===== src/msm_pkg.sv =====
/*
  Constants, types and carriers for the mode-select and memory-map block.
  Assumes a single 125 MHz APB clock domain and active-low asynchronous reset.
*/
// Function
// - Operating mode comes from the two mode pins during reset.
// - Single-chip mode has no external bus; ports B, C, F are GPIO.
// - Expanded mode addresses a 64-Kbyte space of on-chip and external locations.
// - Expanded mode drives address high on port B, low on F, data on C.
// - Read/write strobe gives each port C transfer direction; external parts follow it.
// - Test mode is expanded-like and may program configuration byte and calibration data.
// - Bootstrap mode maps the boot ROM; vectors come from its top region.
// - Boot ROM claims the whole 256-byte page at its base.
// - Loader takes up to 1024 bytes, jumps to RAM start on idle or last byte.
// - Loader sets port D wired-OR; transmit pin needs an external pull-up.
// - In bootstrap mode the interrupt vectors point into RAM.
// - Register block sits at its default base; software may move it per page.
// - RAM sits at zero after reset; software may move it per page.
// - Registers win over RAM when both share one page.
// - EEPROM sits at top of memory after reset when the configuration enables it.
// - Expanded and test modes place EEPROM at the configured page.
// - Single-chip and bootstrap modes force EEPROM on at its default place.
// - The configuration byte lives in its own nonvolatile cell.
// - RAM and register block sit at the same addresses in every mode.
// - RAM base page equals the RAM page field.
// - Register block base page equals the register page field.
// - Test mode starts with EEPROM disabled.
// - Normal modes keep the boot ROM out of the map.
package msm_pkg;

  typedef enum logic [1:0] {
    MODE_BOOT   = 2'h0,
    MODE_TEST   = 2'h1,
    MODE_SINGLE = 2'h2,
    MODE_EXP    = 2'h3
  } msm_mode_t;

  typedef enum logic [1:0] {
    BL_IDLE = 2'h0,
    BL_LOAD = 2'h1,
    BL_DONE = 2'h3
  } msm_bl_state_t;

  typedef enum logic [2:0] {
    RG_NONE   = 3'h0,
    RG_REGS   = 3'h1,
    RG_RAM    = 3'h2,
    RG_EEPROM = 3'h3,
    RG_BOOT   = 3'h4,
    RG_EXT    = 3'h5
  } msm_region_t;

  typedef struct packed {
    logic        valid;
    logic        wr;
    logic [15:0] addr;
    logic [7:0]  wdata;
  } msm_cpu_req_t;

  typedef struct packed {
    logic [7:0] port_b;
    logic [7:0] port_f;
    logic [7:0] port_c;
    logic [7:0] port_c_oe_n;
    logic       rw;
  } msm_pins_t;

  localparam logic [11:0] OFS_MAP      = 12'h000;
  localparam logic [11:0] OFS_CFG      = 12'h004;
  localparam logic [11:0] OFS_STAT     = 12'h008;
  localparam logic [11:0] OFS_PROBE    = 12'h00c;
  localparam logic [11:0] OFS_CAL      = 12'h010;
  localparam logic [11:0] OFS_GPIO     = 12'h014;
  localparam logic [11:0] OFS_TEST_CTL = 12'h018;

  localparam int          MAP_REG_LSB  = 0;
  localparam int          MAP_RAM_LSB  = 4;
  localparam int          CFG_EN_BIT   = 0;
  localparam int          CFG_PAGE_LSB = 4;
  localparam int          GPIO_B_LSB   = 0;
  localparam int          GPIO_F_LSB   = 8;
  localparam int          GPIO_C_LSB   = 16;
  localparam int          GPIO_DIR_LSB = 24;

  localparam logic [3:0]  RST_REG_PAGE = 4'h1;
  localparam logic [3:0]  RST_RAM_PAGE = 4'h0;
  localparam logic [3:0]  DEF_EE_PAGE  = 4'hf;
  localparam logic [7:0]  CFG_NV_RESET = 8'hf1;
  localparam logic [11:0] REG_BYTES    = 12'h060;
  localparam logic [1:0]  RAM_HI_BITS  = 2'h0;
  localparam logic [2:0]  EE_HI_BITS   = 3'h7;
  localparam logic [7:0]  BOOT_PAGE    = 8'hbf;
  localparam logic [9:0]  RAM_LAST     = 10'h3ff;
  localparam logic [15:0] RAM_START    = 16'h0000;
  localparam logic [1:0]  LATCH_AT     = 2'h2;
  localparam logic [1:0]  EXT_CYCLES   = 2'h3;

endpackage


===== src/msm_top.sv =====
/*
  Operating-mode latch, on-chip memory-map decoder, expansion-bus driver and
  bootstrap download engine, with an APB register file.
  Assumes mode pins and port C input are asynchronous; CPU request and serial
  receive strobes come from logic on pclk.
*/
// Design decisions made here: the APB interface to the registers and the placing of the registers.
`timescale 1ns/1ps
module msm_top
  import msm_pkg::*;
#(
  parameter int unsigned IDLE_CYCLES = 40000
) (
  input  wire logic         pclk,
  input  wire logic         presetn,
  input  wire logic         psel,
  input  wire logic         penable,
  input  wire logic         pwrite,
  input  wire logic [11:0]  paddr,
  input  wire logic [31:0]  pwdata,
  output logic      [31:0]  prdata,
  output logic              pready,
  output logic              pslverr,
  input  wire logic         mode_sel_hi,
  input  wire logic         mode_sel_lo,
  output msm_mode_t         mode,
  input  msm_cpu_req_t      cpu_req,
  output logic              cpu_ack,
  output msm_region_t       cpu_region,
  output logic      [7:0]   cpu_rdata,
  output msm_pins_t         pins,
  input  wire logic [7:0]   port_c_in,
  input  wire logic         rx_valid,
  input  wire logic [7:0]   rx_data,
  output logic              sci_en,
  output logic              portd_wired_or,
  output logic              vec_in_ram,
  output logic              ram_wr,
  output logic      [9:0]   ram_waddr,
  output logic      [7:0]   ram_wdata,
  output logic              boot_jump,
  output logic      [15:0]  boot_jump_addr
);

  // Idle timeout stands in for the four-character gap on the serial line
  localparam int IDLE_W = $clog2(IDLE_CYCLES + 1);

  logic [1:0]        mode_s1_ff, mode_s2_ff;
  logic [1:0]        latch_cnt_ff;
  logic              mode_ok_ff;
  msm_mode_t         mode_ff;
  logic [7:0]        pc_s1_ff, pc_s2_ff;
  logic [7:0]        map_ff, cfg_nv_ff, cal_ff;
  logic              test_ee_on_ff;
  logic [31:0]       gpio_ff;
  logic [15:0]       probe_ff;
  logic              pready_ff, pslverr_ff;
  logic [31:0]       prdata_ff;
  logic              busy_ff, ack_ff, rd_ff;
  logic [1:0]        ext_cnt_ff;
  msm_region_t       region_ff;
  logic [7:0]        rdata_ff;
  msm_pins_t         pins_ff;
  msm_bl_state_t     bl_state_ff;
  logic [9:0]        bl_cnt_ff;
  logic [IDLE_W-1:0] idle_ff;
  logic              sci_en_ff, wor_ff, vec_ff, ram_wr_ff, jump_ff;
  logic [9:0]        ram_waddr_ff;
  logic [7:0]        ram_wdata_ff;
  logic [15:0]       jump_addr_ff;

  logic              is_exp, is_boot, is_test, ee_en;
  logic [3:0]        ee_page, reg_page, ram_page;
  msm_region_t       req_region, probe_region;
  logic [31:0]       rd_val;
  logic              addr_ok, wr_ok, apb_setup, wr_fire, ext_done;

  // Pins are asynchronous: two flops before anything looks at them
  always_ff @(posedge pclk or negedge presetn) begin
    if (!presetn) begin
      mode_s1_ff <= 2'h0;
      mode_s2_ff <= 2'h0;
      pc_s1_ff   <= 8'h00;
      pc_s2_ff   <= 8'h00;
    end else begin
      mode_s1_ff <= {mode_sel_hi, mode_sel_lo};
      mode_s2_ff <= mode_s1_ff;
      pc_s1_ff   <= port_c_in;
      pc_s2_ff   <= pc_s1_ff;
    end
  end

  // Capture once the synchroniser has seen the post-reset level; later pin
  // changes cannot alter the mode
  always_ff @(posedge pclk or negedge presetn) begin
    if (!presetn) begin
      latch_cnt_ff <= 2'h0;
      mode_ok_ff   <= 1'b0;
      mode_ff      <= MODE_SINGLE;
    end else if (!mode_ok_ff) begin
      if (latch_cnt_ff == LATCH_AT) begin
        mode_ff    <= msm_mode_t'(mode_s2_ff);
        mode_ok_ff <= 1'b1;
      end else begin
        latch_cnt_ff <= latch_cnt_ff + 2'h1;
      end
    end
  end

  // Test mode decodes as expanded mode apart from its extra EEPROM switch
  assign is_exp   = (mode_ff == MODE_EXP) || (mode_ff == MODE_TEST);
  assign is_test  = (mode_ff == MODE_TEST);
  assign is_boot  = (mode_ff == MODE_BOOT) && mode_ok_ff;
  assign reg_page = map_ff[MAP_REG_LSB +: 4];
  assign ram_page = map_ff[MAP_RAM_LSB +: 4];

  // Test mode additionally needs its own enable, which resets off
  assign ee_en   = is_exp ? (cfg_nv_ff[CFG_EN_BIT] && (!is_test || test_ee_on_ff))
                          : 1'b1;
  assign ee_page = is_exp ? cfg_nv_ff[CFG_PAGE_LSB +: 4] : DEF_EE_PAGE;

  // Mode only decides boot ROM, EEPROM placement and what is left over;
  // on-chip regions otherwise decode alike in all modes
  function automatic msm_region_t decode(input logic [15:0] a);
    if (a[15:12] == reg_page && a[11:0] < REG_BYTES)
      return RG_REGS;
    // Boot ROM claims its whole page even where no code lives
    else if (is_boot && a[15:8] == BOOT_PAGE)
      return RG_BOOT;
    else if (ee_en && a[15:12] == ee_page && a[11:9] == EE_HI_BITS)
      return RG_EEPROM;
    else if (a[15:12] == ram_page && a[11:10] == RAM_HI_BITS)
      return RG_RAM;
    else if (is_exp)
      return RG_EXT;
    else
      return RG_NONE;
  endfunction

  always_comb begin
    req_region   = decode(cpu_req.addr);
    probe_region = decode(probe_ff);
  end

  // APB: setup cycle registers the answer, access phase always one cycle
  assign apb_setup = psel && !penable;
  assign wr_fire   = psel && penable && pready_ff && pwrite && wr_ok;

  // Unknown offsets answer with an error instead of aliasing a register
  always_comb begin
    rd_val  = 32'h0000_0000;
    addr_ok = 1'b1;
    wr_ok   = 1'b1;
    unique case (paddr)
      OFS_MAP:      rd_val = {24'h00_0000, map_ff};
      OFS_CFG: begin
        rd_val = {24'h00_0000, cfg_nv_ff};
        wr_ok  = is_test;
      end
      OFS_STAT: begin
        rd_val = {16'h0000, wor_ff, vec_ff, bl_state_ff, ee_page,
                  3'h0, ee_en, is_boot, mode_ok_ff, mode_ff};
        wr_ok  = 1'b0;
      end
      OFS_PROBE:    rd_val = {13'h0000, probe_region, probe_ff};
      OFS_CAL: begin
        rd_val = {24'h00_0000, cal_ff};
        wr_ok  = is_test;
      end
      OFS_GPIO:     rd_val = {gpio_ff[GPIO_DIR_LSB +: 8], pc_s2_ff, gpio_ff[GPIO_F_LSB +: 8],
                              gpio_ff[GPIO_B_LSB +: 8]};
      OFS_TEST_CTL: begin
        rd_val = {31'h0000_0000, test_ee_on_ff};
        wr_ok  = is_test;
      end
      default:      addr_ok = 1'b0;
    endcase
  end

  // prdata and pslverr hold until the next setup, so a slow master still sees them
  always_ff @(posedge pclk or negedge presetn) begin
    if (!presetn) begin
      pready_ff  <= 1'b0;
      pslverr_ff <= 1'b0;
      prdata_ff  <= 32'h0000_0000;
    end else begin
      pready_ff <= apb_setup;
      if (apb_setup) begin
        prdata_ff  <= (pwrite || !addr_ok) ? 32'h0000_0000 : rd_val;
        pslverr_ff <= !addr_ok || (pwrite && !wr_ok);
      end
    end
  end

  // Writes land only at the access edge, where pready is already high;
  // the probe lets software ask the decoder about an address without an access
  always_ff @(posedge pclk or negedge presetn) begin
    if (!presetn) begin
      map_ff   <= {RST_RAM_PAGE, RST_REG_PAGE};
      gpio_ff  <= 32'h0000_0000;
      probe_ff <= 16'h0000;
    end else if (wr_fire) begin
      if (paddr == OFS_MAP)
        map_ff <= pwdata[7:0];
      if (paddr == OFS_GPIO)
        gpio_ff <= pwdata;
      if (paddr == OFS_PROBE)
        probe_ff <= pwdata[15:0];
    end
  end

  // Nonvolatile cell: kept apart from the array and from the map register;
  // its reset value stands for the programmed contents
  always_ff @(posedge pclk or negedge presetn) begin
    if (!presetn) begin
      cfg_nv_ff <= CFG_NV_RESET;
    end else if (wr_fire && paddr == OFS_CFG) begin
      cfg_nv_ff <= pwdata[7:0];
    end
  end

  // Calibration and the test-mode EEPROM switch take writes in test mode only
  always_ff @(posedge pclk or negedge presetn) begin
    if (!presetn) begin
      cal_ff        <= 8'h00;
      test_ee_on_ff <= 1'b0;
    end else if (wr_fire) begin
      if (paddr == OFS_CAL)
        cal_ff <= pwdata[7:0];
      if (paddr == OFS_TEST_CTL)
        test_ee_on_ff <= pwdata[0];
    end
  end

  // CPU access: on-chip hits answer next cycle, external ones hold the bus
  // External cycles have a fixed length: the far side has no wait input, and
  // a request made while an external cycle runs is dropped, not queued
  assign ext_done = busy_ff && (ext_cnt_ff == EXT_CYCLES);

  always_ff @(posedge pclk or negedge presetn) begin
    if (!presetn) begin
      busy_ff    <= 1'b0;
      ack_ff     <= 1'b0;
      rd_ff      <= 1'b0;
      ext_cnt_ff <= 2'h0;
      region_ff  <= RG_NONE;
      rdata_ff   <= 8'h00;
    end else begin
      ack_ff <= 1'b0;
      if (busy_ff) begin
        if (ext_done) begin
          busy_ff  <= 1'b0;
          ack_ff   <= 1'b1;
          rdata_ff <= rd_ff ? pc_s2_ff : 8'h00;
        end else begin
          ext_cnt_ff <= ext_cnt_ff + 2'h1;
        end
      end else if (cpu_req.valid) begin
        region_ff <= req_region;
        rd_ff     <= !cpu_req.wr;
        rdata_ff  <= 8'h00;
        if (req_region == RG_EXT) begin
          busy_ff    <= 1'b1;
          ext_cnt_ff <= 2'h0;
        end else begin
          ack_ff <= 1'b1;
        end
      end
    end
  end

  // Port C is released between cycles so a read never fights the far side
  // Single-chip and bootstrap modes hand ports B, C and F to the GPIO register
  always_ff @(posedge pclk or negedge presetn) begin
    if (!presetn) begin
      pins_ff <= '{port_b: 8'h00, port_f: 8'h00, port_c: 8'h00, port_c_oe_n: 8'hff, rw: 1'b1};
    end else if (!is_exp) begin
      pins_ff.port_b      <= gpio_ff[GPIO_B_LSB +: 8];
      pins_ff.port_f      <= gpio_ff[GPIO_F_LSB +: 8];
      pins_ff.port_c      <= gpio_ff[GPIO_C_LSB +: 8];
      pins_ff.port_c_oe_n <= ~gpio_ff[GPIO_DIR_LSB +: 8];
      pins_ff.rw          <= 1'b1;
    end else if (!busy_ff && cpu_req.valid && req_region == RG_EXT) begin
      pins_ff.port_b      <= cpu_req.addr[15:8];
      pins_ff.port_f      <= cpu_req.addr[7:0];
      pins_ff.port_c      <= cpu_req.wdata;
      pins_ff.port_c_oe_n <= cpu_req.wr ? 8'h00 : 8'hff;
      pins_ff.rw          <= !cpu_req.wr;
    end else if (ext_done || !busy_ff) begin
      pins_ff.port_c_oe_n <= 8'hff;
      pins_ff.rw          <= 1'b1;
    end
  end

  // Download engine; the idle timeout restarts on every byte
  // The byte for the last RAM address ends the load at once rather than
  // waiting out the idle timeout, so control passes without a dead gap
  always_ff @(posedge pclk or negedge presetn) begin
    if (!presetn) begin
      bl_state_ff  <= BL_IDLE;
      bl_cnt_ff    <= 10'h000;
      idle_ff      <= '0;
      ram_wr_ff    <= 1'b0;
      ram_waddr_ff <= 10'h000;
      ram_wdata_ff <= 8'h00;
      jump_ff      <= 1'b0;
      jump_addr_ff <= RAM_START;
    end else begin
      ram_wr_ff <= 1'b0;
      jump_ff   <= 1'b0;
      unique case (bl_state_ff)
        BL_IDLE: begin
          if (is_boot)
            bl_state_ff <= BL_LOAD;
        end
        BL_LOAD: begin
          if (rx_valid) begin
            ram_wr_ff    <= 1'b1;
            ram_waddr_ff <= bl_cnt_ff;
            ram_wdata_ff <= rx_data;
            bl_cnt_ff    <= bl_cnt_ff + 10'h001;
            idle_ff      <= '0;
            if (bl_cnt_ff == RAM_LAST) begin
              bl_state_ff  <= BL_DONE;
              jump_ff      <= 1'b1;
              jump_addr_ff <= RAM_START;
            end
          end else if (idle_ff == IDLE_W'(IDLE_CYCLES - 1)) begin
            bl_state_ff  <= BL_DONE;
            jump_ff      <= 1'b1;
            jump_addr_ff <= RAM_START;
          end else begin
            idle_ff <= idle_ff + IDLE_W'(1);
          end
        end
        BL_DONE: begin
        end
        default: bl_state_ff <= BL_IDLE;
      endcase
    end
  end

  // Port D wired-OR and RAM vectors are levels that follow the latched mode
  always_ff @(posedge pclk or negedge presetn) begin
    if (!presetn) begin
      sci_en_ff <= 1'b0;
      wor_ff    <= 1'b0;
      vec_ff    <= 1'b0;
    end else begin
      sci_en_ff <= (bl_state_ff == BL_LOAD);
      wor_ff    <= is_boot;
      vec_ff    <= is_boot;
    end
  end

  // Every output is a flop; no logic sits between the registers and the ports
  assign prdata         = prdata_ff;
  assign pready         = pready_ff;
  assign pslverr        = pslverr_ff;
  assign mode           = mode_ff;
  assign cpu_ack        = ack_ff;
  assign cpu_region     = region_ff;
  assign cpu_rdata      = rdata_ff;
  assign pins           = pins_ff;
  assign sci_en         = sci_en_ff;
  assign portd_wired_or = wor_ff;
  assign vec_in_ram     = vec_ff;
  assign ram_wr         = ram_wr_ff;
  assign ram_waddr      = ram_waddr_ff;
  assign ram_wdata      = ram_wdata_ff;
  assign boot_jump      = jump_ff;
  assign boot_jump_addr = jump_addr_ff;

endmodule


===== config.mk =====
export PLATFORM = sky130hd
export DESIGN_NAME = msm_top
export DESIGN_NICKNAME = d
export VERILOG_FILES = /design/src/msm_pkg.sv /design/src/msm_top.sv
export SDC_FILE = /design/constraint.sdc
export NUM_CORES = 1
export LEC_CHECK = 0
export BUFFER_PORTS_ARGS = -buffer_cell sky130_fd_sc_hd__buf_2
export CAP_MARGIN = 15
export CORE_MARGIN = 5
export CORE_UTILIZATION = 45
export CTS_CLUSTER_SIZE = 28
export DETAILED_ROUTE_END_ITERATION = 6
export GPL_TIMING_DRIVEN = 0
export PLACE_DENSITY = 0.7
export REMOVE_ABC_BUFFERS = 1
export SLEW_MARGIN = 20
export SYNTH_ARGS = -nofsm -noshare
export SYNTH_HDL_FRONTEND = slang
export SYNTH_SLANG_ARGS = --single-unit

===== constraint.sdc =====
create_clock -name pclk -period 2 [get_ports pclk]
set_input_delay 0.4 -clock pclk [delete_from_list [all_inputs] [get_ports pclk]]
set_output_delay 0.4 -clock pclk [all_outputs]
set_load 0.005 [all_outputs]

==> flow_summary.json, run 1 <==
{
  "cts_buffer_depth": 3,
  "synth_top_family_by_area": "compound AO/OA/AOI/OAI gates",
  "cts.clk_slew.worst_paths_ns": 0.06,
  "violations": "negative setup slack",
  "antenna_found_initial": 3,
  "synth_warnings": 0,
  "grt_max_degree": 99,
  "start_util": 0.456,
  "drt-initial-drc-count": 747,
  "synth-compound-area-share": 0.144,
  "clock_sinks": 231,
  "synth.avg_cell_area_sq_um": 11.3,
  "drive_above_1_share": 0.401,
  "critPathRequiredTime_ns": 2.41,
  "synth.area.mux_share": 0.0975,
  "p_per_area_nw_per_um2": 915,
  "grt_pass1_vias": 8221,
  "dieWidth_microns": 161,
  "pin_count": 214,
  "syn_to_final_growth_pct": 32.0,
  "grt_overflow": 0,
  "synth-edff-count": 0,
  "vdd_drop_max_uv": 670,
  "hp-class": "primary input to flip-flop",
  "numCtsBuffers": 26,
  "cts_tree": "done",
  "nets": 1257,
  "pre_cts_ws_ns": -1.27,
  "crit_path_start_kind": "flip-flop",
  "diodes": 0,
  "p_leak_nw": 6.68,
  "ys_seq_area_frac": 0.563,
  "synth_ff_type": "dfrtp_1",
  "synthDistinctLibCells": 68,
  "die_h_microns": 161,
  "wl_met2_microns": 14000,
  "layout_common_cells": "dfrtp_1 (213), buf_2 (194), nand2_1 (114), mux2_2 (75), o21ai_0 (51)",
  "max_freq_mhz": 445,
  "slew_violations": 0,
  "crit_type": "flip-flop to flip-flop",
  "synthAdderAreaFrac": 0.00486,
  "rsz0062_at_grt": "true",
  "outcome": "complete, but fails checks",
  "synthArstFlopShare": 1.00,
  "dpl-instance-area_sq_um": 11500,
  "synthXorXnorAreaFrac": 0.0230,
  "gp_congestion": 0.868,
  "yosys-top-cells-area": "dfrtp_1 (52%), mux2_2 (8.2%), nand2_1 (4.2%)",
  "yosys.area.top_type": "dfrtp_1",
  "drc": 0,
  "via_per_inst": 5.70,
  "synth_simple_gate_area_frac": 0.124,
  "core_sq_um": 22600,
  "yosysTopAreaCellShare": 0.522,
  "final_antenna_net_count": 0,
  "ff2ff_setup_slack_ns": -0.25,
  "setup_viol": 30,
  "fin_tns_setup_ns": -4.47,
  "hold_violations": 0,
  "wl_microns": 29400,
  "htree_levels": 1,
  "worst_skew_pair.late_latency_ns": 0.54,
  "syn_inst": 909,
  "fin_area_sq_um": 13600,
  "wl_met3_microns": 2330,
  "relSlewSlack": 0.545,
  "synth_area_sq_um": 10300,
  "final_common_cell": "dfrtp_1",
  "routed.top_layer": "met5",
  "crit_fanout": 5,
  "skew_ns": 0.0249,
  "finalCriticalPeriod_ns": 2.25,
  "worst_slack_ns": -0.247,
  "vias": 8339,
  "fill_cells": 1819,
  "arrival_ns": 2.66,
  "ys_ff_latch": 231,
  "maxCapViolCount": 0,
  "row_count": 55,
  "final_util": 0.602,
  "grt_use_total": 0.216,
  "fin_crit_sh": 1.12,
  "worst_pin_slew_ns": 0.677,
  "finalPower_mw": 12.4,
  "critPathCaptureType": "flip-flop",
  "post-dp-hpwl_microns": 18700,
  "post_drt_wl_per_cell_microns": 20.1,
  "met1_length_microns": 12300,
  "die_area_sq_um": 26000,
  "grt_pass1_wl_microns": 45700,
  "port_buffers": 197,
  "cts_root_buffer": "clkbuf_16",
  "drtPass1Iterations": 6
}
## cell usage after synthesis, drive strengths merged, types with 3 or more instances
| cell type | n |
|---|---|
| nor2b | 6 |
| a32o | 4 |
| nor2 | 29 |
| nor4 | 6 |
| nand3 | 23 |
| xor2 | 5 |
| or3 | 3 |
| dfstp | 16 |
| a31oi | 14 |
| o21a | 4 |
| a222oi | 7 |
| or2 | 3 |
| clkbuf | 36 |
| and3 | 10 |
| a21oi | 19 |
| buf | 35 |
| xnor2 | 22 |
| nor3 | 13 |
| o31ai | 4 |
| a21o | 15 |
| o21ai | 64 |
| ha | 4 |
| nand4 | 10 |
| or4 | 3 |
| and4 | 3 |
| nand2b | 15 |
| a22o | 36 |
| mux2 | 75 |
| o22ai | 10 |
| nand2 | 116 |
| and2 | 3 |
| dfrtp | 215 |
| inv | 20 |
| a22oi | 15 |
| mux2i | 16 |
| a221oi | 4 |
## worst max-delay path: stages, from the launching register on
cell and delay, ns:
dfrtp_2 0.47, buf_12 0.14, or3b_4 0.37, a21oi_2 0.12, o2111a_2 0.25, nor4_4 0.06
buf_6 0.14, buf_12 0.13, buf_12 0.12, a22o_1 0.17, a21o_1 0.15
## power breakdown
| group | switching (mW) | internal [mW] | total, mW |
|---|---|---|---|
| Combinational | 0.980 | 0.834 | 1.81 |
| Sequential | 0.312 | 5.07 | 5.38 |
| Clock | 1.97 | 3.28 | 5.25 |
| Total | 3.26 | 9.18 | 12.4 |
## cell type report
class | instances | area [sq um] | area share
clock buffer | 32 | 703 | 0.0517
multi-input combinational | 604 | 4500 | 0.331
timing repair buffer | 274 | 1890 | 0.139
timing repair inverter | 2 | 11.3 | 0.000828
sequential | 231 | 5800 | 0.427
inverter | 20 | 86.3 | 0.00635
tap | 285 | 357 | 0.0262
clock inverter | 16 | 251 | 0.0185
## logic make-up (layout without fill, tap and decap cells)
group	after synthesis	in the layout
AO/OA/AOI/OAI	213	214
XOR/XNOR	27	27
adder cells (fa/ha/maj)	4	4
buffers and inverters	91	344
flip-flops	231	231
multiplexers	91	91
other	1	16
AND/OR/NAND/NOR	251	252
## layer usage
layer / up-vias / global-route usage
met4: 6 / 0.0539
met5: - / 0
met2: 350 / 0.350
li1: 3751 / -
met3: 63 / 0.0505
met1: 4169 / 0.296
## registers in the layout, indices dropped and copies added, names as in the netlist, 2 cells and up
name,count
bl_cnt_ff,10
bl_state_ff,2
cal_ff,8
cfg_nv_ff,8
cpu_rdata,8
cpu_region,3
ext_cnt_ff,2
gpio_ff,32
idle_ff,16
latch_cnt_ff,2
map_ff,8
mode,2
mode_s1_ff,2
mode_s2_ff,2
pc_s1_ff,8
pc_s2_ff,8
pins,33
prdata,32
probe_ff,16
ram_waddr,10
ram_wdata,8
## path summary, 6_finish.rpt
path,to,cells after the start,start
setup / recovery,pins[21],10,mode[0]
hold / removal,ram_wdata[1],3,rx_data[1]
setup reg to reg,pins[21],10,mode[0]
hold reg to reg,pc_s2_ff[5],0,pc_s1_ff[5]
max in group asynchronous,cfg_nv_ff[7],3,presetn
min in group asynchronous,cpu_region[0],2,presetn
## metrics by stage
| stage | instances | hold slack (ns) |
|---|---|---|
| 6_report | 1464 | 0.0660 |
| 2_1_floorplan | 853 | 0.104 |
| 4_1_cts | 1434 | 0.0511 |
| 5_1_grt | 1464 | 0.0645 |
| 3_5_place_dp | 1344 | 0.301 |
| 3_3_place_gp | 1335 | 0.331 |
## repair_timing
item / 4_1_cts / 5_1_grt
pin swaps: 22 / 36
hold buffers: 11 / 0
gates resized for setup: 53 / 58
endpoints found under the hold margin: 44 / 0
buffers inserted: 26 / 28
endpoints found under the setup margin: 174 / 99
cloned: 5 / 3
Note: power is estimated with default switching activity, not from simulation.
==> run 2: changes to the inputs <==
--- a/config.mk
+++ b/config.mk
@@ -11,7 +11,7 @@
 export CORE_UTILIZATION = 45
 export CTS_CLUSTER_SIZE = 28
 export DETAILED_ROUTE_END_ITERATION = 6
-export GPL_TIMING_DRIVEN = 0
+export GPL_TIMING_DRIVEN = 1
 export PLACE_DENSITY = 0.7
 export REMOVE_ABC_BUFFERS = 1
 export SLEW_MARGIN = 20
==> constraint.sdc (replaced) <==
create_clock -name pclk -period 2 [get_ports pclk]
set_input_delay 0.2 -clock pclk [delete_from_list [all_inputs] [get_ports pclk]]
set_output_delay 0.2 -clock pclk [all_outputs]
set_load 0.005 [all_outputs]
==> run 2 against run 1 <==
Net effect: the run still ends with negative setup slack left; worst setup slack gained 0.19 ns; largest power group unchanged; non-clock buffer count grew 99; routed wire length grew 0.63%; worst hold slack lost 0.037 ns; die area is the same; clock skew shrank 0.013 ns.
==> flow_summary.json, run 2 (synthesized netlist as in run 1, its figures left out) <==
{
  "relSlewSlack": 0.609,
  "reg2reg_depth": 8,
  "worst_skew_pair.late_latency_ns": 0.53,
  "post_drt_wl_per_cell_microns": 19.0,
  "p_per_area_nw_per_um2": 872,
  "antenna_found_initial": 4,
  "hold_violations": 0,
  "maxCapViolCount": 0,
  "post-dp-hpwl_microns": 20700,
  "numCtsBuffers": 26,
  "worst_slack_ns": -0.0521,
  "pre_cts_ws_ns": -0.162,
  "reg2reg_from": "mode[1]",
  "clock_sinks": 231,
  "cpMaxStageDelayCell": "or4bb_1",
  "start_util": 0.456,
  "row_count": 55,
  "p_leak_nw": 6.97,
  "arrival_ns": 2.48,
  "drtPass1Iterations": 5,
  "rsz0062_at_grt": "true",
  "max_freq_mhz": 487,
  "hold_depth": 2,
  "critPathCaptureType": "flip-flop",
  "violations": "negative setup slack",
  "final_common_cell": "dfrtp_1",
  "die_area_sq_um": 26000,
  "outcome": "complete, but fails checks",
  "largest_reg_flops": 33,
  "hp-class": "primary input to flip-flop",
  "layout_common_cells": "dfrtp_1 (214), buf_2 (196), nand2_1 (115), buf_4 (89), mux2_2 (75)",
  "cts.clk_slew.worst_paths_ns": 0.06,
  "grt_use_total": 0.222,
  "port_buffers": 197,
  "worst-path-buf-inv": 3,
  "final_antenna_net_count": 0,
  "fin_tns_setup_ns": -0.762,
  "cts_buffer_depth": 3,
  "critical_path.endpoint": "pins[11]",
  "pin_count": 214,
  "crit_path_start_kind": "flip-flop",
  "drive_above_1_share": 0.373,
  "crit_start": "mode[1]",
  "drt-initial-drc-count": 774,
  "worst-path-stages": 8,
  "gp_congestion": 0.906,
  "via_per_inst": 5.45,
  "core_sq_um": 22600,
  "r2r-end": "pins[11]",
  "nets": 1352,
  "grt_pass1_vias": 8784,
  "slew_violations": 0,
  "crit_fanout": 7,
  "syn_to_final_growth_pct": 36.6,
  "setup_viol": 24,
  "fin_crit_sh": 1.03,
  "crit_family": "simple AND/OR/NAND/NOR gates",
  "htree_levels": 1,
  "critPathRequiredTime_ns": 2.43,
  "ff2ff_setup_slack_ns": -0.05,
  "worst_pin_slew_ns": 0.584,
  "skew_ns": 0.0117,
  "grt_max_degree": 66,
  "crit_chain": "or4bb_1, nor3_4, buf_6, nor4_4, buf_12, buf_8, a22o_1, a21o_1",
  "wl_microns": 29600,
  "vias": 8510,
  "die_h_microns": 161,
  "cts_root_buffer": "clkbuf_16",
  "vdd_drop_max_uv": 628,
  "fill_cells": 1804,
  "finalCriticalPeriod_ns": 2.05,
  "grt_overflow": 0,
  "drc": 0,
  "dieWidth_microns": 161,
  "cts_tree": "done",
  "crit_type": "flip-flop to flip-flop",
  "grt_pass1_wl_microns": 47100,
  "cp_slowest_stage_delay_ns": 0.52
}
run 2: final cells by class:
class	count	area (sq um)	area share
flip-flops and latches	231	5800	0.412
multi-input cells	602	4250	0.302
repair buffers	373	2640	0.187
clock buffers	33	727	0.0517
well taps	285	357	0.0253
clock inverters	15	220	0.0156
inverters	20	75.1	0.00533
diodes	2	5.00	0.000356
run 2: power by group:
group / switching (mW) / internal, mW / total (mW)
Clock: 1.95 / 3.22 / 5.17
Combinational: 0.919 / 0.813 / 1.73
Sequential: 0.301 / 5.07 / 5.37
Total: 3.17 / 9.10 / 12.3
run 2: worst reg2reg max path: stages, from the launching register on:
cell and delay, ns:
dfstp_2 0.40, or4bb_1 0.53, nor3_4 0.21, buf_6 0.13
nor4_4 0.05, buf_12 0.16, buf_8 0.13, a22o_1 0.20
a21o_1 0.15
run 2: repair_timing:
action                                 CTS  global route
endpoints found under the hold margin  319             0
resized for setup                        9            31
hold buffers                            70             0
pin swaps                                3            17
setup endpoints to repair               27            72
buffers inserted                         3             6
run 2: worst min-delay path by stage:
stage	endpoint	from
after CTS	gpio_ff[2]	pwdata[2]
final	gpio_ff[2]	pwdata[2]
after detailed placement	prdata[25]	presetn
after global routing	gpio_ff[2]	pwdata[2]
after floorplan	bl_cnt_ff[0]	presetn
after global placement	prdata[26]	presetn
run 2: metrics by stage:
stage	std cells	hold WS (ns)	power (mW)	instance area [sq um]	util
2_1_floorplan	853	-0.0956	6.08	9990	-
3_3_place_gp	1433	0.0830	6.94	12200	0.541
3_5_place_dp	1433	0.0875	6.98	12200	0.541
4_1_cts	1554	0.0159	12.3	13900	0.617
5_1_grt	1561	0.0177	12.9	14100	0.624
6_report	1561	0.0291	12.3	14100	0.624
run 2: per-layer routing:
| metal | global-route usage | routed length, microns |
|---|---|---|
| met1 | 0.293 | 12500 |
| met2 | 0.369 | 14300 |
| met3 | 0.0454 | 1980 |
| met4 | 0.0686 | 867 |
| met5 | 0 | 22 |
==> run 3: changes to the inputs <==
--- a/config.mk
+++ b/config.mk
@@ -14,6 +14,7 @@
 export GPL_TIMING_DRIVEN = 1
 export PLACE_DENSITY = 0.7
 export REMOVE_ABC_BUFFERS = 1
+export SKIP_LAST_GASP = 1
 export SLEW_MARGIN = 20
 export SYNTH_ARGS = -nofsm -noshare
 export SYNTH_HDL_FRONTEND = slang
==> run 3 against run 2 <==
Net effect: the run still ends with negative setup slack left; clock power about the same; non-clock buffer count is 1 higher; critical path depth stayed put.
==> flow_summary.json, run 3 (synthesized netlist as in run 1, its figures left out) <==
{
  "cts.clk_slew.worst_paths_ns": 0.06,
  "outcome": "complete, but fails checks",
  "p_sw_mw": 3.17,
  "holdWs_ns": 0.0218,
  "min_from": "pwdata[2]",
  "drt-initial-drc-count": 718,
  "skew_ns": 0.0120,
  "hold_depth": 2,
  "rsz0062_at_grt": "true",
  "hp-class": "primary input to flip-flop",
  "setup_viol": 24,
  "hold_end": "gpio_ff[2]",
  "finalPower_mw": 12.3,
  "post-dp-hpwl_microns": 20700,
  "cpMaxStageDelayCell": "dfrtp_2",
  "cts_buffer_depth": 3,
  "violations": "negative setup slack",
  "worst_skew_pair.late_latency_ns": 0.53,
  "vdd_drop_max_uv": 627,
  "gp_congestion": 0.906,
  "seq_area_sq_um": 5800,
  "fill_cells": 1812,
  "slew_violations": 0,
  "largest_reg_flops": 33,
  "cts_tree": "done",
  "ff2ff_setup_slack_ns": -0.04,
  "stdcell_count": 1562,
  "drtPass1Iterations": 5,
  "port_buffers": 197,
  "r2r-end": "pins[16]",
  "numCtsBuffers": 26,
  "cts_root_buffer": "clkbuf_16",
  "grt_pass1_wl_microns": 47100,
  "syn_to_final_growth_pct": 36.4,
  "grt_use_total": 0.222,
  "crit_path_start_kind": "flip-flop",
  "maxCapViolCount": 0,
  "reg2reg_from": "mode[0]",
  "final_common_cell": "dfrtp_1",
  "layout_common_cells": "dfrtp_1 (214), buf_2 (196), nand2_1 (115), buf_4 (92), mux2_2 (75)",
  "worst_pin_slew_ns": 0.560,
  "p_per_area_nw_per_um2": 874,
  "htree_levels": 1,
  "fin_crit_sh": 1.02,
  "final_antenna_net_count": 0,
  "crit_fanout": 7,
  "dpl-instance-area_sq_um": 12200,
  "drc": 0,
  "nets": 1353,
  "dp.cells": 1433,
  "power_frac_clock": 0.422,
  "pin_count": 214,
  "cp_slowest_stage_delay_ns": 0.44,
  "swShare": 0.258,
  "hold_violations": 0,
  "grt_max_degree": 66,
  "worst_slack_ns": -0.0406,
  "arrival_ns": 2.46,
  "final_util": 0.623,
  "combinationalPowerShare": 0.141,
  "vias": 8512,
  "p_int_mw": 9.11,
  "antenna_found_initial": 4,
  "crit_type": "flip-flop to flip-flop",
  "finalCriticalPeriod_ns": 2.04,
  "p_leak_nw": 6.97,
  "post_drt_wl_per_cell_microns": 18.9,
  "via_per_inst": 5.45,
  "core_sq_um": 22600,
  "wl_microns": 29600,
  "grt_pass1_vias": 8784,
  "max_freq_mhz": 490,
  "row_count": 55,
  "clock_sinks": 231,
  "multi_input_area_sq_um": 4230,
  "critPathCaptureType": "flip-flop",
  "drive_above_1_share": 0.370,
  "die_area_sq_um": 26000,
  "grt_overflow": 0,
  "fin_area_sq_um": 14100,
  "relSlewSlack": 0.625,
  "start_util": 0.456,
  "die_h_microns": 161,
  "crit_chain": "or3b_4, a21oi_2, o2111a_2, nor4_4, buf_12, nor2_2, buf_6, a21o_1",
  "reg2reg_depth": 8,
  "dieWidth_microns": 161,
  "critPathRequiredTime_ns": 2.42,
  "power_frac_seq": 0.437
}
==> run 3: changes by cell type in the layout (fill, tap and decap cells not counted), sizes merged <==
cell,delta
buf,+1
==> run 3: how the worst max path moves through the flow <==
| stage | to | slack [ns] | start |
|---|---|---|---|
| finish | pins[16] | -0.04 | mode[0] |
| detailed placement | pins[1] | -0.16 | mode[0] |
| global placement | pins[5] | -0.06 | mode[0] |
| global route | pins[23] | -0.11 | cfg_nv_ff[7] |
| floorplan | pins[1] | -1.61 | mode[0] |
| CTS | pins[2] | -0.08 | mode[0] |
==> run 3: power groups by stage <==
| stage | Combinational, mW | Sequential, mW | Clock (mW) |
|---|---|---|---|
| after floorplan | 0.652 | 5.43 | 0 |
| after global placement | 1.52 | 5.42 | 0 |
| after detailed placement | 1.55 | 5.43 | 0 |
| after CTS | 1.67 | 5.36 | 5.28 |
| after global routing | 1.94 | 5.42 | 5.51 |
| final | 1.73 | 5.37 | 5.18 |
==> run 3: final cells by class <==
type	count	area share
Antenna cell	2	0.000356
Clock buffer	33	0.0517
Clock inverter	15	0.0157
Inverter	20	0.00534
Multi-Input combinational cell	602	0.301
Sequential cell	231	0.413
Tap cell	285	0.0254
Timing Repair Buffer	374	0.188
==> run 3: what timing repair did <==
item	in CTS	in global routing
setup endpoints to repair	27	73
pin swaps	3	10
buffers inserted	3	7
gates resized for setup	5	27
hold endpoints to repair	319	0
hold buffers	70	0
==> run 3: layer usage <==
layer,track usage,vias up,share of wire
met5,0,-,0.00074
met4,0.0686,4,0.027
met3,0.0454,58,0.065
met2,0.369,302,0.49
met1,0.293,4214,0.42
li1,-,3934,-
==> run 3: critical path: cells and delay by family, from the launching register on <==
family,cells,cell delay [ns]
buf+inv,2,0.32
flops,1,0.44
compound gates,3,0.52
simple gates,3,0.66
==> run 3: per-stage QoR <==
step / TNS [ns] / worst slack [ns]
CTS: -0.956 / -0.0794
global route: -2.34 / -0.107
global placement: -1.57 / -0.0627
floorplan: -117.38 / -1.61
detailed placement: -4.30 / -0.162
finish: -0.492 / -0.0406
